**src/pkg/hbw_pkg.sv**
```systemverilog
`default_nettype none
// shared constants and types of the host bus width adapter
package hbw_pkg;
   // data path widths
   localparam int DATA_W = 32; // full doubleword
   localparam int HALF_W = 16; // one half-word lane pair
   // host address: A[7:1] reach the pins, A[7:2] name the doubleword
   localparam int ADDR_HI = 7;
   localparam int DW_LO = 2;
   localparam int DW_W = ADDR_HI - DW_LO + 1;
   // position of the bus width indication in the hardware config word
   localparam int HWCFG_BUS32_POS = 2;
   // word swap value that selects the upper half on A1 = 0
   localparam logic [31:0] WORD_SWAP_MODE0 = 32'hFFFFFFFF;
   // reset values
   localparam logic BUS32_RESET = 1'b1; // wide bus until the strap is caught
   localparam logic [HALF_W-1:0] HOLD_RESET = 16'h0000;
   localparam logic [DATA_W-1:0] WORD_RESET = 32'h00000000;
   localparam logic [DW_W-1:0] DW_RESET = 6'h00;
   // pairing state of one direction in narrow mode
   typedef enum logic [0:0] {
      HBW_IDLE = 1'b0, // no half-word waiting
      HBW_HALF = 1'b1  // first half seen, second expected
   } hbw_pair_t;
endpackage : hbw_pkg
`default_nettype wire

```
**src/pkg/hbw_lane_if.sv**
```systemverilog
`default_nettype none
// carries a doubleword and its lane steering into the lane mapper
interface hbw_lane_if;
   logic [31:0] word;     // doubleword to present
   logic hi_sel;          // upper half chosen in narrow mode
   logic bus32;           // wide bus strapped
   logic [31:0] pin_data; // value for the data pins
   modport user (output word, output hi_sel, output bus32, input pin_data);
   modport lane (input word, input hi_sel, input bus32, output pin_data);
endinterface : hbw_lane_if
`default_nettype wire

```
**src/hdl/hbw_lane_map.sv**
```systemverilog
`default_nettype none
// maps a doubleword onto the data byte lanes
module hbw_lane_map (
   hbw_lane_if.lane lanes
);
   // selected half-word for the narrow bus
   wire [15:0] half_word;

   // narrow mode picks one half by the swap-adjusted address bit
   assign half_word = lanes.hi_sel ? lanes.word[31:16] : lanes.word[15:0];

   // wide mode is straight through, byte 3 on the top lane;
   // narrow mode leaves the upper lanes at zero, they are never enabled
   assign lanes.pin_data = lanes.bus32 ? lanes.word : {16'h0000, half_word};
endmodule // hbw_lane_map
`default_nettype wire

```
**src/hdl/hbw_adapter.sv**
```systemverilog
// Contract
// - strap fixes bus width at reset
// - width shown in config bit 2
// - write halves accepted in either order
// - same-half second write discards transfer
// - read halves served in either order
// - same-half reread invalid, pairing restarts
// - narrow mode never drives upper lanes
// - wide mode maps bytes straight through
// - swap all ones: A1=0 gives bytes 3,2
// - other swap: A1=0 gives bytes 1,0
`default_nettype none
module hbw_adapter (
   input wire logic CLOCK,
   input wire logic RST_B,
   input wire logic CE,
   input wire logic STRAP_BUS32,
   input wire logic [31:0] WORD_SWAP,
   input wire logic [7:1] HOST_ADDR,
   input wire logic HOST_RD,
   input wire logic HOST_WR,
   input wire logic [31:0] HOST_D_IN,
   output logic [31:0] HOST_D_OUT,
   output logic HOST_D_HI_OE_B,
   output logic HOST_D_LO_OE_B,
   output logic HOST_RVALID,
   output logic RD_INVALID,
   output logic WR_DISCARD,
   output logic [31:0] HARDWARE_CONFIG_REGISTER,
   output logic INT_RD,
   output logic [5:0] INT_RADDR,
   input wire logic [31:0] INT_RDATA,
   output logic INT_WR,
   output logic [5:0] INT_WADDR,
   output logic [31:0] INT_WDATA
);

   // ---------------------------------------------------------------
   // bus width strap
   // ---------------------------------------------------------------
   logic bus32;       // 1: wide bus, 0: narrow bus
   logic strap_taken; // strap already caught since reset

   // catch the strap on the first enabled edge after release; the
   // reset branch only loads constants so the pin never feeds the
   // asynchronous path, and nothing later can change the width
   always_ff @(posedge CLOCK or negedge RST_B) begin
      if (!RST_B) begin
         bus32 <= hbw_pkg::BUS32_RESET;
         strap_taken <= 1'b0;
      end else if (CE && !strap_taken) begin
         bus32 <= STRAP_BUS32;
         strap_taken <= 1'b1;
      end
   end

   // read-only width indication, all other bits read as zero
   always_comb begin
      HARDWARE_CONFIG_REGISTER = hbw_pkg::WORD_RESET;
      HARDWARE_CONFIG_REGISTER[hbw_pkg::HWCFG_BUS32_POS] = bus32;
   end

   // ---------------------------------------------------------------
   // address decode shared by both directions
   // ---------------------------------------------------------------
   wire swap_mode0; // swap register holds the mode 0 value
   wire hi_sel;     // this access names the upper half-word
   wire [5:0] dw;   // doubleword address of this access
   wire rd_go;      // read strobe seen this cycle
   wire wr_go;      // write strobe seen this cycle
   wire narrow;     // narrow bus in use

   assign swap_mode0 = (WORD_SWAP == hbw_pkg::WORD_SWAP_MODE0);
   // mode 0 inverts A1 so that A1 = 0 names the upper half
   assign hi_sel = HOST_ADDR[1] ^ swap_mode0;
   assign dw = HOST_ADDR[hbw_pkg::ADDR_HI:hbw_pkg::DW_LO];
   assign narrow = ~bus32;
   assign rd_go = CE & HOST_RD;
   // a read wins if the host strobes both, which it should never do
   assign wr_go = CE & HOST_WR & ~HOST_RD;

   // ---------------------------------------------------------------
   // read pairing
   // ---------------------------------------------------------------
   hbw_pkg::hbw_pair_t rd_state;      // read pairing state
   hbw_pkg::hbw_pair_t next_rd_state; // its next value
   logic rd_half;                     // half served by the first read
   logic [5:0] rd_dw;                 // doubleword of the open pair
   logic [31:0] rd_word;              // doubleword latched at fetch

   wire rd_hit;    // open pair and same doubleword
   wire rd_second; // other half of the open pair
   wire rd_same;   // same half again: data not valid
   wire rd_fetch;  // this read pulls a new doubleword

   // a new doubleword address is treated as a fresh pair, so a host
   // that breaks the A[2]-and-up rule gets fresh data, not stale
   assign rd_hit = (rd_state == hbw_pkg::HBW_HALF) && (dw == rd_dw);
   assign rd_second = rd_hit && (hi_sel != rd_half);
   assign rd_same = rd_hit && (hi_sel == rd_half);
   // only the first half touches the internal side, so a fifo pops
   // exactly once per doubleword
   assign rd_fetch = rd_go & (bus32 | ~rd_hit);

   assign INT_RD = rd_fetch;
   assign INT_RADDR = dw;

   // next read pairing state
   always_comb begin
      next_rd_state = rd_state;
      case (rd_state)
         hbw_pkg::HBW_IDLE: begin
            if (rd_go && narrow) begin
               next_rd_state = hbw_pkg::HBW_HALF;
            end
         end
         hbw_pkg::HBW_HALF: begin
            if (rd_go && narrow) begin
               if (rd_second || rd_same) begin
                  // pair complete, or broken: next read starts anew
                  next_rd_state = hbw_pkg::HBW_IDLE;
               end else begin
                  // different doubleword: this read opens a new pair
                  next_rd_state = hbw_pkg::HBW_HALF;
               end
            end
         end
         default: begin
            next_rd_state = hbw_pkg::HBW_IDLE;
         end
      endcase
   end

   // read pairing registers
   always_ff @(posedge CLOCK or negedge RST_B) begin
      if (!RST_B) begin
         rd_state <= hbw_pkg::HBW_IDLE;
         rd_half <= 1'b0;
         rd_dw <= hbw_pkg::DW_RESET;
         rd_word <= hbw_pkg::WORD_RESET;
      end else if (CE) begin
         rd_state <= next_rd_state;
         if (rd_fetch) begin
            rd_half <= hi_sel;
            rd_dw <= dw;
            rd_word <= INT_RDATA;
         end
      end
   end

   // ---------------------------------------------------------------
   // read data onto the pins
   // ---------------------------------------------------------------
   hbw_lane_if lanes ();

   // a fetch presents the fresh word, the second half the latched one
   assign lanes.word = rd_fetch ? INT_RDATA : rd_word;
   assign lanes.hi_sel = hi_sel;
   assign lanes.bus32 = bus32;

   hbw_lane_map hbw_lane_map_inst (
      .lanes(lanes)
   );

   // pins are registered; the upper lanes are enabled only on a wide
   // bus, so the narrow pins float on their pull-downs
   always_ff @(posedge CLOCK or negedge RST_B) begin
      if (!RST_B) begin
         HOST_D_OUT <= hbw_pkg::WORD_RESET;
         HOST_D_HI_OE_B <= 1'b1;
         HOST_D_LO_OE_B <= 1'b1;
         HOST_RVALID <= 1'b0;
         RD_INVALID <= 1'b0;
      end else if (CE) begin
         if (rd_go) begin
            HOST_D_OUT <= lanes.pin_data;
         end
         HOST_D_HI_OE_B <= ~(rd_go & bus32);
         HOST_D_LO_OE_B <= ~rd_go;
         HOST_RVALID <= rd_go;
         // flags the reread so a host can tell the data is bad
         RD_INVALID <= rd_go & narrow & rd_same;
      end
   end

   // ---------------------------------------------------------------
   // write pairing
   // ---------------------------------------------------------------
   hbw_pkg::hbw_pair_t wr_state;      // write pairing state
   hbw_pkg::hbw_pair_t next_wr_state; // its next value
   logic wr_half;                     // half written first
   logic [5:0] wr_dw;                 // doubleword of the open pair
   logic [15:0] wr_hold;              // first half-word, held back

   wire wr_hit;    // open pair and same doubleword
   wire wr_second; // other half of the open pair
   wire wr_same;   // same half again: transfer dropped
   wire wr_commit; // a full doubleword goes inward now
   wire wr_open;   // this write opens a pair
   wire [31:0] wr_merged; // held half joined with the new one

   assign wr_hit = (wr_state == hbw_pkg::HBW_HALF) && (dw == wr_dw);
   assign wr_second = wr_hit && (wr_half != hi_sel);
   assign wr_same = wr_hit && (wr_half == hi_sel);
   assign wr_commit = wr_go & (bus32 | wr_second);
   // a write to another doubleword while a half waits abandons the
   // waiting half; that is a host fault and no data is merged
   assign wr_open = wr_go & narrow & ~wr_hit;
   // the new half lands where its address says, the held one opposite
   assign wr_merged = hi_sel ? {HOST_D_IN[15:0], wr_hold}
                             : {wr_hold, HOST_D_IN[15:0]};

   // next write pairing state
   always_comb begin
      next_wr_state = wr_state;
      case (wr_state)
         hbw_pkg::HBW_IDLE: begin
            if (wr_open) begin
               next_wr_state = hbw_pkg::HBW_HALF;
            end
         end
         hbw_pkg::HBW_HALF: begin
            if (wr_go && narrow) begin
               if (wr_second || wr_same) begin
                  // committed, or discarded on a repeated half
                  next_wr_state = hbw_pkg::HBW_IDLE;
               end else begin
                  next_wr_state = hbw_pkg::HBW_HALF;
               end
            end
         end
         default: begin
            next_wr_state = hbw_pkg::HBW_IDLE;
         end
      endcase
   end

   // write pairing registers
   always_ff @(posedge CLOCK or negedge RST_B) begin
      if (!RST_B) begin
         wr_state <= hbw_pkg::HBW_IDLE;
         wr_half <= 1'b0;
         wr_dw <= hbw_pkg::DW_RESET;
         wr_hold <= hbw_pkg::HOLD_RESET;
      end else if (CE) begin
         wr_state <= next_wr_state;
         if (wr_open) begin
            wr_half <= hi_sel;
            wr_dw <= dw;
            wr_hold <= HOST_D_IN[15:0];
         end
      end
   end

   // ---------------------------------------------------------------
   // write toward the internal registers and fifos
   // ---------------------------------------------------------------
   // one registered pulse per doubleword; nothing is written inward
   // for a lone or repeated half, so a fifo never sees half a word
   always_ff @(posedge CLOCK or negedge RST_B) begin
      if (!RST_B) begin
         INT_WR <= 1'b0;
         INT_WADDR <= hbw_pkg::DW_RESET;
         INT_WDATA <= hbw_pkg::WORD_RESET;
         WR_DISCARD <= 1'b0;
      end else if (CE) begin
         INT_WR <= wr_commit;
         if (wr_commit) begin
            INT_WADDR <= dw;
            INT_WDATA <= bus32 ? HOST_D_IN : wr_merged;
         end
         WR_DISCARD <= wr_go & narrow & wr_same;
      end
   end
endmodule // hbw_adapter
`default_nettype wire

```
**config.mk**
```make
export PLATFORM = sky130hd
export DESIGN_NAME = hbw_adapter
export DESIGN_NICKNAME = d
export VERILOG_FILES = /design/src/pkg/hbw_pkg.sv /design/src/pkg/hbw_lane_if.sv /design/src/hdl/hbw_lane_map.sv /design/src/hdl/hbw_adapter.sv
export SDC_FILE = /design/constraint.sdc
export NUM_CORES = 1
export LEC_CHECK = 0
export ABC_AREA = 0
export BUFFER_PORTS_ARGS = -buffer_cell sky130_fd_sc_hd__buf_2
export CAP_MARGIN = 10
export CORE_MARGIN = 2
export CORE_UTILIZATION = 40
export CTS_BUF_LIST = sky130_fd_sc_hd__clkbuf_4
export DETAILED_ROUTE_END_ITERATION = 7
export GPL_TIMING_DRIVEN = 0
export HOLD_SLACK_MARGIN = 0.1
export PLACE_DENSITY = 0.66
export SLEW_MARGIN = 15
export SYNTH_ARGS = -nofsm -noshare
export SYNTH_HDL_FRONTEND = slang
export SYNTH_SLANG_ARGS = --single-unit
```
**constraint.sdc**
```tcl
create_clock -name CLOCK -period 2.7 [get_ports CLOCK]
set_clock_uncertainty 0.05 [all_clocks]
set_input_delay 0 -clock CLOCK [delete_from_list [all_inputs] [get_ports CLOCK]]
set_output_delay 0 -clock CLOCK [all_outputs]
set_load 0.05 [all_outputs]
```
# [Word-level counts from Yosys, hierarchy flattened]
# Index checks and enable logic that the tools add are counted.
[totals] latchBits=0 regBits=142 romBits=0 memories=0 out_inout_bits=115 mem_bits_rw=0 word_cells=77 input_bits=109
[classes] multipliers=0 addsub=0 n_eq_ne=7 bitwise=22 n_reduce_logical=16 n_shift=0 order_cmp=0 div_mod_pow=0 n_mux=13
[ops] op="$mux W32" count=4
[ops] op="$eq A32 B32 Y1 const B" count=1
[ops] op="$mux W16" count=1
[ops] op="$eq A6 B6 Y1" count=2
[ops] op="$and A1 B1 Y1" count=11
[ops] op="$logic_and A1 B1 Y1" count=9
[ops] op="$not A1 Y1" count=8
[ops] op="$reduce_and A2 Y1" count=4
[ops] op="$mux W1" count=6
[ops] op="$pmux W1 S2" count=2
[ops] op="$eq A1 B1 Y1" count=2
[ops] op="$logic_or A1 B1 Y1" count=2
[ops] op="$ne A1 B1 Y1" count=2
[ops] op="$or A1 B1 Y1" count=2
[ops] op="$logic_not A1 Y1" count=1
[ops] op="$xor A1 B1 Y1" count=1

# [Logic depth before layout (Yosys ltp)]
# Gate-level depths: netlist of run 1.
[depth] word_depth=8 ltp_mapped=8

# [Modules after synthesis]
# Synthesis of run 1 repeated with hierarchy kept, for this count alone.
[unflattened] hier_cells=699 area_unflattened_um2=7971.4
[by_module_without_submodules] module="hbw_adapter" cells_per_inst=663 n_inst=1 area_each_um2=7597.3
[by_module_without_submodules] module="hbw_lane_map" cells_per_inst=36 n_inst=1 area_each_um2=374.1

# [Worst setup path before layout of run 1]
# No wires, ideal clock.
[synth_timing] kind="register to register" from="register rd_dw[2]" to="register HOST_D_OUT[10]" path_stages_with_launch=8 required_ns=2.518 setup_ns=0.132 slack_ns=0.512 arrival_time_ns=2.006 cell_sequence="dfrtp_1 xnor2_1 nand2_1 o311ai_2 clkbuf_1 mux2_2 mux2i_1 o21ai_1"
[synth_via] elab_chain_cells=8
[synth_lines] item="start, declared" line="hbw_adapter.sv:88" rtl="logic [5:0] rd_dw;"
[synth_lines] item="start signal, assigned" line="hbw_adapter.sv:139" rtl="rd_dw <= hbw_pkg::DW_RESET;"
[synth_lines] item="start signal, assigned" line="hbw_adapter.sv:145" rtl="rd_dw <= dw;"
[synth_lines] item="$eq A6 B6 Y1 *" line="hbw_adapter.sv:98" rtl="assign rd_hit = (rd_state == hbw_pkg::HBW_HALF) && (dw == rd_dw);"
[synth_lines] item="$logic_and A1 B1 Y1 *" line="hbw_adapter.sv:98"
[synth_lines] item="$not A1 Y1 *" line="hbw_adapter.sv:103" rtl="assign rd_fetch = rd_go & (bus32 | ~rd_hit);"
[synth_lines] item="$or A1 B1 Y1 *" line="hbw_adapter.sv:103"
[synth_lines] item="$and A1 B1 Y1 *" line="hbw_adapter.sv:103"
[synth_lines] item="$mux W32 *" line="hbw_adapter.sv:157" rtl="assign lanes.word = rd_fetch ? INT_RDATA : rd_word;"
[synth_lines] item="$mux W16" line="hbw_lane_map.sv:10" rtl="assign half_word = lanes.hi_sel ? lanes.word[31:16] : lanes.word[15:0];"
[synth_lines] item="$mux W32 *" line="hbw_lane_map.sv:14" rtl="assign lanes.pin_data = lanes.bus32 ? lanes.word : {16'h0000, half_word};"
[synth_lines] item="end signal, assigned" line="hbw_adapter.sv:169" rtl="HOST_D_OUT <= hbw_pkg::WORD_RESET;"
[synth_lines] item="end signal, assigned" line="hbw_adapter.sv:176" rtl="HOST_D_OUT <= lanes.pin_data;"
[synth_lines] item="end, declared" line="hbw_adapter.sv:23" rtl="output logic [31:0] HOST_D_OUT,"
# Every way passes the cells marked *; elsewhere a longest branch is shown, timed or not.
# A chain may end at the register's enable or synchronous reset.

# [Worst setup path after layout of run 1]
[layout_timing] from="input WORD_SWAP[24]" to="register WR_DISCARD"
[layout_via] elab_chain_cells=5
[layout_lines] item="start, declared" line="hbw_adapter.sv:18" rtl="input wire logic [31:0] WORD_SWAP,"
[layout_lines] item="$eq A32 B32 Y1" line="hbw_adapter.sv:73" rtl="assign swap_mode0 = (WORD_SWAP == hbw_pkg::WORD_SWAP_MODE0);"
[layout_lines] item="$xor A1 B1 Y1" line="hbw_adapter.sv:75" rtl="assign hi_sel = HOST_ADDR[1] ^ swap_mode0;"
[layout_lines] item="$eq A1 B1 Y1" line="hbw_adapter.sv:204" rtl="assign wr_same = wr_hit && (wr_half == hi_sel);"
[layout_lines] item="$logic_and A1 B1 Y1" line="hbw_adapter.sv:204"
[layout_lines] item="$and A1 B1 Y1" line="hbw_adapter.sv:272" rtl="WR_DISCARD <= wr_go & narrow & wr_same;"
[layout_lines] item="end signal, assigned" line="hbw_adapter.sv:272"
[layout_lines] item="end, declared" line="hbw_adapter.sv:28" rtl="output logic WR_DISCARD,"
# Every way passes these cells.

==> results of run 1 <==
## final cells by class
| cell class | count | area (µm²) | area share, % |
|---|---|---|---|
| repair buffers | 280 | 1890 | 20.2 |
| plain buffers | 73 | 458 | 4.91 |
| flip-flops and latches | 142 | 3560 | 38.1 |
| multi-input cells | 371 | 2850 | 30.6 |
| inverters | 4 | 15.0 | 0.161 |
| clock buffers | 17 | 128 | 1.37 |
| clock inverters | 15 | 160 | 1.72 |
| well taps | 220 | 275 | 2.95 |
## cells in the mapped netlist, types with 2 or more instances
cell type	count
nand3b_1	2
buf_4	39
nand4_1	10
buf_6	4
or4_1	3
o21ai_1	10
nand2_1	56
mux2_2	105
inv_1	4
or2_2	3
nor2_1	4
o21ai_0	29
nor2b_1	17
clkbuf_1	25
xor2_1	5
mux2_4	10
a21oi_1	17
o221ai_1	32
xnor2_1	10
dfstp_2	3
mux2i_1	16
dfrtp_1	139
buf_2	4
## cell families (layout without fill, tap and decap cells)
family | count (synthesis) | after routing | synth area share (%)
flip-flops | 142 | 142 | 52.6
multiplexers | 131 | 131 | 22.1
AND/OR/NAND/NOR | 100 | 100 | 7.18
AO/OA/AOI/OAI | 94 | 94 | 9.13
buffers and inverters | 77 | 389 | 6.96
XOR/XNOR | 15 | 15 | 1.94
other | 1 | 31 | 0.0555
## where the power goes
group	switching (µW)	internal, µW	leakage (µW)
registers	280	2630	0.00172
clock network	829	561	0.000155
logic	1890	952	0.00259
total	3000	4140	0.00447
## worst max-delay path by stage
stage,end,cells past startpoint
after floorplan,HOST_D_OUT[10]$_DFFE_PN0P_,7
after global placement,INT_WDATA[7]$_DFFE_PN0P_,1
after detailed placement,HOST_D_OUT[10]$_DFFE_PN0P_,7
after CTS,WR_DISCARD$_DFFE_PN0P_,5
after global routing,WR_DISCARD$_DFFE_PN0P_,8
final,WR_DISCARD$_DFFE_PN0P_,8
## layer usage
| layer | up-vias | GRT usage, % | wire, µm |
|---|---|---|---|
| met5 | - | 0 | 0 |
| li1 | 2592 | - | - |
| met1 | 2599 | 25.3 | 7790 |
| met3 | 17 | 5.22 | 1230 |
| met4 | 0 | 7.03 | 270 |
| met2 | 222 | 35.4 | 8820 |
## repair_timing
item                                    CTS  global route
hold buffers                             87             0
pin swaps                                 0             1
endpoints found under the hold margin   284             0
buffers inserted                          0             1
gates resized for setup                   2             2
cloned                                    0             0
endpoints found under the setup margin    8            13
## critical path: stages
cell           delay, ns
dlygate4sd3_1       0.51
buf_2               0.09
nand4_1             0.06
or4_4               0.53
or3_1               0.41
dlygate4sd3_1       0.57
a32o_1              0.25
dlygate4sd3_1       0.56
## per-stage QoR
step | total power, µW | worst slack [ns] | hold WS, ns | TNS [ns]
finish | 7140 | 0.0988 | 0.170 | 0
global route | 7520 | 0.0540 | 0.127 | 0
CTS | 7190 | 0.0605 | 0.128 | 0
detailed placement | 5670 | -0.0771 | -0.0982 | -0.450
global placement | 5630 | -0.569 | 0.185 | -77.23
floorplan | 4960 | 0.512 | -0.346 | 0
## registers in the layout, summed over array words and instances, names as in the netlist, 6 cells and up
signal,cells
INT_WADDR,6
wr_hold,16
rd_word,32
wr_dw,6
HOST_D_OUT,32
rd_dw,6
INT_WDATA,32
==> impl_metrics.yaml, run 1 <==
outcome:
  status: "finished, final reports clean"
synthesis:
  seq_area_frac_synth_pct: 52.6
  yosysTopAreaCell: "dfrtp_1"
  ys.flop_type: "dfrtp_1"
  synthCells: 560
  synth_top_area_share_pct: 51.5
  netlist_area_mm2: 0.00676
  ys_async_sr_fraction_pct: 100
  avgSynthCellArea_um2: 12.1
  synthTopCellsByArea: "dfrtp_1, mux2_2, buf_4"
  synth_edf_count: 0
  yosysWarnings: 0
  ys_ff_latch: 142
  yosys.cell_types.count: 36
finish:
  final_common_cell: "buf_2"
  nets: 998
  final_cells: 1122
  final_cell_mix: "buf_2, dfrtp_1, mux2_2, dlygate4sd3_1, nand2_1"
  antenna_cells: 0
  final_cell_area_mm2: 0.00934
  synthToLayoutAreaGrowth_pct: 38.1
  fin_util_pct: 56.5
  drive_gt1_share_pct: 44.1
  final.fill_count: 1395
critical_path:
  start_kind: "primary input"
  cp-startpoint: "WORD_SWAP[24]"
  worst_ep_required_time_ns: 3.09
  reg2reg_from: "bus32$_DFFE_PN1P_"
  arrival_ns: 2.99
  crit_path_max_fanout: 4
  r2r_cells: 5
  crit_path_end_kind: "register"
  r2r_slack_ns: 0.20
  worstSetupPathType: "primary input to register"
  reg2reg_to: "WR_DISCARD$_DFFE_PN0P_"
global_routing:
  grt_usage_pct: 20.6
  antenna_found_initial: 0
  first_global_vias: 5596
  grt_pass1_wl_mm: 28.9
  grt_overflow: 0
  grt_max_degree: 87
placement:
  io_buffers: 191
  placed_area_mm2: 0.00814
  gp_congestion: 0.792
  place_inst: 1002
  dp_hpwl_mm: 12.4
clock_tree:
  tritoncts: "yes"
  clkSinkCount: 142
  insertion_delay_ns: 0.55
  path_clk_slew_ns: 0.13
  clockRootBuffer: "clkbuf_4"
  numCtsBuffers: 17
  clock_path_buffers: 2
  htreeDepth: 4
timing:
  min_period_ns: 2.60
  maxSlewHeadroom_pct: 59.3
  rsz0062_at_grt: "false"
  fmax_ghz: 0.384
  fin_crit_sh_pct: 96.3
  tightest_slew_ns: 0.610
  hold_viol: 0
  setup_viol: 0
  final_max_slew_viol_count: 0
hold_path:
  hold_path_class: "primary input to register"
  hold_depth: 3
  hold_start: "INT_RDATA[10]"
  min_to: "rd_word[10]$_DFFE_PN0P_"
detailed_routing:
  drcViolationCount: 0
  viasPerCell: 4.84
  antenna_left: 0
  dr.pass1.iters: 4
  num_vias: 5430
  finalWirelength_mm: 18.1
  initialDrtViolationCount: 195
  wire_per_inst_um: 16.1
power_and_ir_drop:
  leakagePower_uw: 0.00447
  cellPowerDensity_mw_per_mm2: 765
  ir_worst_vdd_mv: 0.499
die:
  num_rows: 47
  die_area_mm2: 0.0180
  core_mm2: 0.0165
  die_w_um: 134
  num_io_pins: 224
  start_util_pct: 40.9
  dieHeight_um: 134
flow_run:
  maxCapViolations: 0
Power figures use the tool's default switching activity.
==> run 2, diff against run 1 <==
--- a/config.mk
+++ b/config.mk
@@ -12,7 +12,6 @@
 export CORE_UTILIZATION = 40
 export CTS_BUF_LIST = sky130_fd_sc_hd__clkbuf_4
 export DETAILED_ROUTE_END_ITERATION = 7
-export GPL_TIMING_DRIVEN = 0
 export HOLD_SLACK_MARGIN = 0.1
 export PLACE_DENSITY = 0.66
 export SLEW_MARGIN = 15
==> impl_metrics.yaml, run 2 (same netlist as run 1, synthesis figures left out) <==
critical_path:
  reg2reg_from: "bus32$_DFFE_PN1P_"
  r2r_slack_ns: 0.19
  crit_path_max_fanout: 35
  crit_path_end_kind: "register"
  worst_ep_required_time_ns: 3.07
  worstSetupPathType: "register to register"
  r2r_cells: 6
  start_kind: "register"
  arrival_ns: 2.88
  reg2reg_to: "rd_word[14]$_DFFE_PN0P_"
timing:
  tns_ns: 0
  min_period_ns: 2.51
  hold_viol: 0
  rsz0062_at_grt: "false"
  setup_viol: 0
  fmax_ghz: 0.399
  maxSlewHeadroom_pct: 51.9
  final_max_slew_viol_count: 0
  hold_ws_ns: 0.176
  fin_crit_sh_pct: 92.9
  tightest_slew_ns: 0.721
clock_tree:
  post_cts_resized: 0
  post_cts_buffers: 0
  htreeDepth: 4
  tritoncts: "yes"
  clock_path_buffers: 2
  numCtsBuffers: 17
  clockRootBuffer: "clkbuf_4"
  path_clk_slew_ns: 0.12
  clkSinkCount: 142
  insertion_delay_ns: 0.55
die:
  core_mm2: 0.0165
  num_io_pins: 224
  num_rows: 47
  start_util_pct: 40.9
  die_w_um: 134
  die_area_mm2: 0.0180
  dieHeight_um: 134
power_and_ir_drop:
  cellPowerDensity_mw_per_mm2: 814
  finalPower_uw: 7410
  leakagePower_uw: 0.00429
  ir_worst_vdd_mv: 0.660
hold_path:
  hold_start: "WORD_SWAP[16]"
  hold_depth: 5
  hold_path_class: "primary input to register"
  min_to: "WR_DISCARD$_DFFE_PN0P_"
finish:
  fin_util_pct: 55.1
  antenna_cells: 0
  final_cell_mix: "buf_2, dfrtp_1, mux2_2, dlygate4sd3_1, nand2_1"
  reg.largest.list: "HOST_D_OUT x32, INT_WDATA x32, rd_word x32"
  final_common_cell: "buf_2"
  synthToLayoutAreaGrowth_pct: 34.7
  drive_gt1_share_pct: 42.5
  final_cells: 1065
  nets: 942
detailed_routing:
  viasPerCell: 4.97
  initialDrtViolationCount: 269
  dr.pass1.iters: 4
  antenna_left: 0
  wire_per_inst_um: 15.9
  drcViolationCount: 0
  finalWirelength_mm: 17.0
  num_vias: 5294
global_routing:
  first_global_vias: 5462
  antenna_found_initial: 0
  grt_max_degree: 80
  grt_overflow: 0
  grt_pass1_wl_mm: 27.5
  grt_usage_pct: 19.4
placement:
  gp_congestion: 0.795
  place_inst: 941
  io_buffers: 192
  dp_hpwl_mm: 11.1
flow_run:
  maxCapViolations: 0
outcome:
  status: "finished, final reports clean"
run 2: cell types whose count changed in the layout (fill, tap and decap cells not counted), sizes merged:
cell,previous run,this run
inv,8,4
clkinv,8,5
buf,242,204
dlygate4sd3,86,93
bufinv,2,6
clkbuf,42,19
run 2: how the worst max path moves through the flow:
stage | startpoint | to | slack [ns] | depth (start not counted)
final | bus32$_DFFE_PN1P_ | rd_word[14]$_DFFE_PN0P_ | 0.19 | 6
after global routing | bus32$_DFFE_PN1P_ | rd_word[2]$_DFFE_PN0P_ | 0.11 | 6
after CTS | bus32$_DFFE_PN1P_ | rd_word[3]$_DFFE_PN0P_ | 0.18 | 6
after detailed placement | WORD_SWAP[15] | INT_WDATA[3]$_DFFE_PN0P_ | 0.14 | 8
after global placement | WORD_SWAP[15] | INT_WDATA[20]$_DFFE_PN0P_ | 0.21 | 8
after floorplan | rd_dw[2]$_DFFE_PN0P_ | HOST_D_OUT[10]$_DFFE_PN0P_ | 0.51 | 7
run 2: stage by stage:
| step | setup WS, ns | cell area [µm²] |
|---|---|---|
| 2_1_floorplan | 0.512 | 6870 |
| 6_report | 0.191 | 9100 |
| 3_3_place_gp | 0.208 | 7810 |
| 4_1_cts | 0.185 | 9100 |
| 5_1_grt | 0.110 | 9100 |
| 3_5_place_dp | 0.138 | 7810 |
run 2: metal layers:
layer / vias to the layer above / wire length [µm] / track usage (%)
met5: - / 0 / 0
met4: 0 / 212 / 6.15
met3: 21 / 1120 / 4.99
met2: 241 / 7990 / 31.9
met1: 2554 / 7640 / 25.1
li1: 2478 / - / -
run 2: critical path: stages, from the launching register on:
cell           delay (ns)
dfstp_2              0.50
nor2b_1              0.15
nand4_1              0.19
o311ai_4             0.30
buf_12               0.25
mux2_2               0.37
dlygate4sd3_1        0.57
run 2: repair_timing:
item	4_1_cts	5_1_grt
hold buffers	93	0
endpoints found under the hold margin	281	0
setup endpoints to repair	0	0
run 2: final cells by class:
cell class | instances | area [µm²]
multi-input cells | 371 | 2870
fillers | 1401 | 7420
clock buffers | 19 | 143
flip-flops and latches | 142 | 3560
well taps | 220 | 275
inverters | 4 | 15.0
repair buffers | 297 | 2030
clock inverters | 12 | 218
run 2: report_power, final:
group | total [µW] | switching, µW | internal, µW
sequential | 2940 | 311 | 2630
clock | 1690 | 758 | 932
combinational | 2780 | 1860 | 920
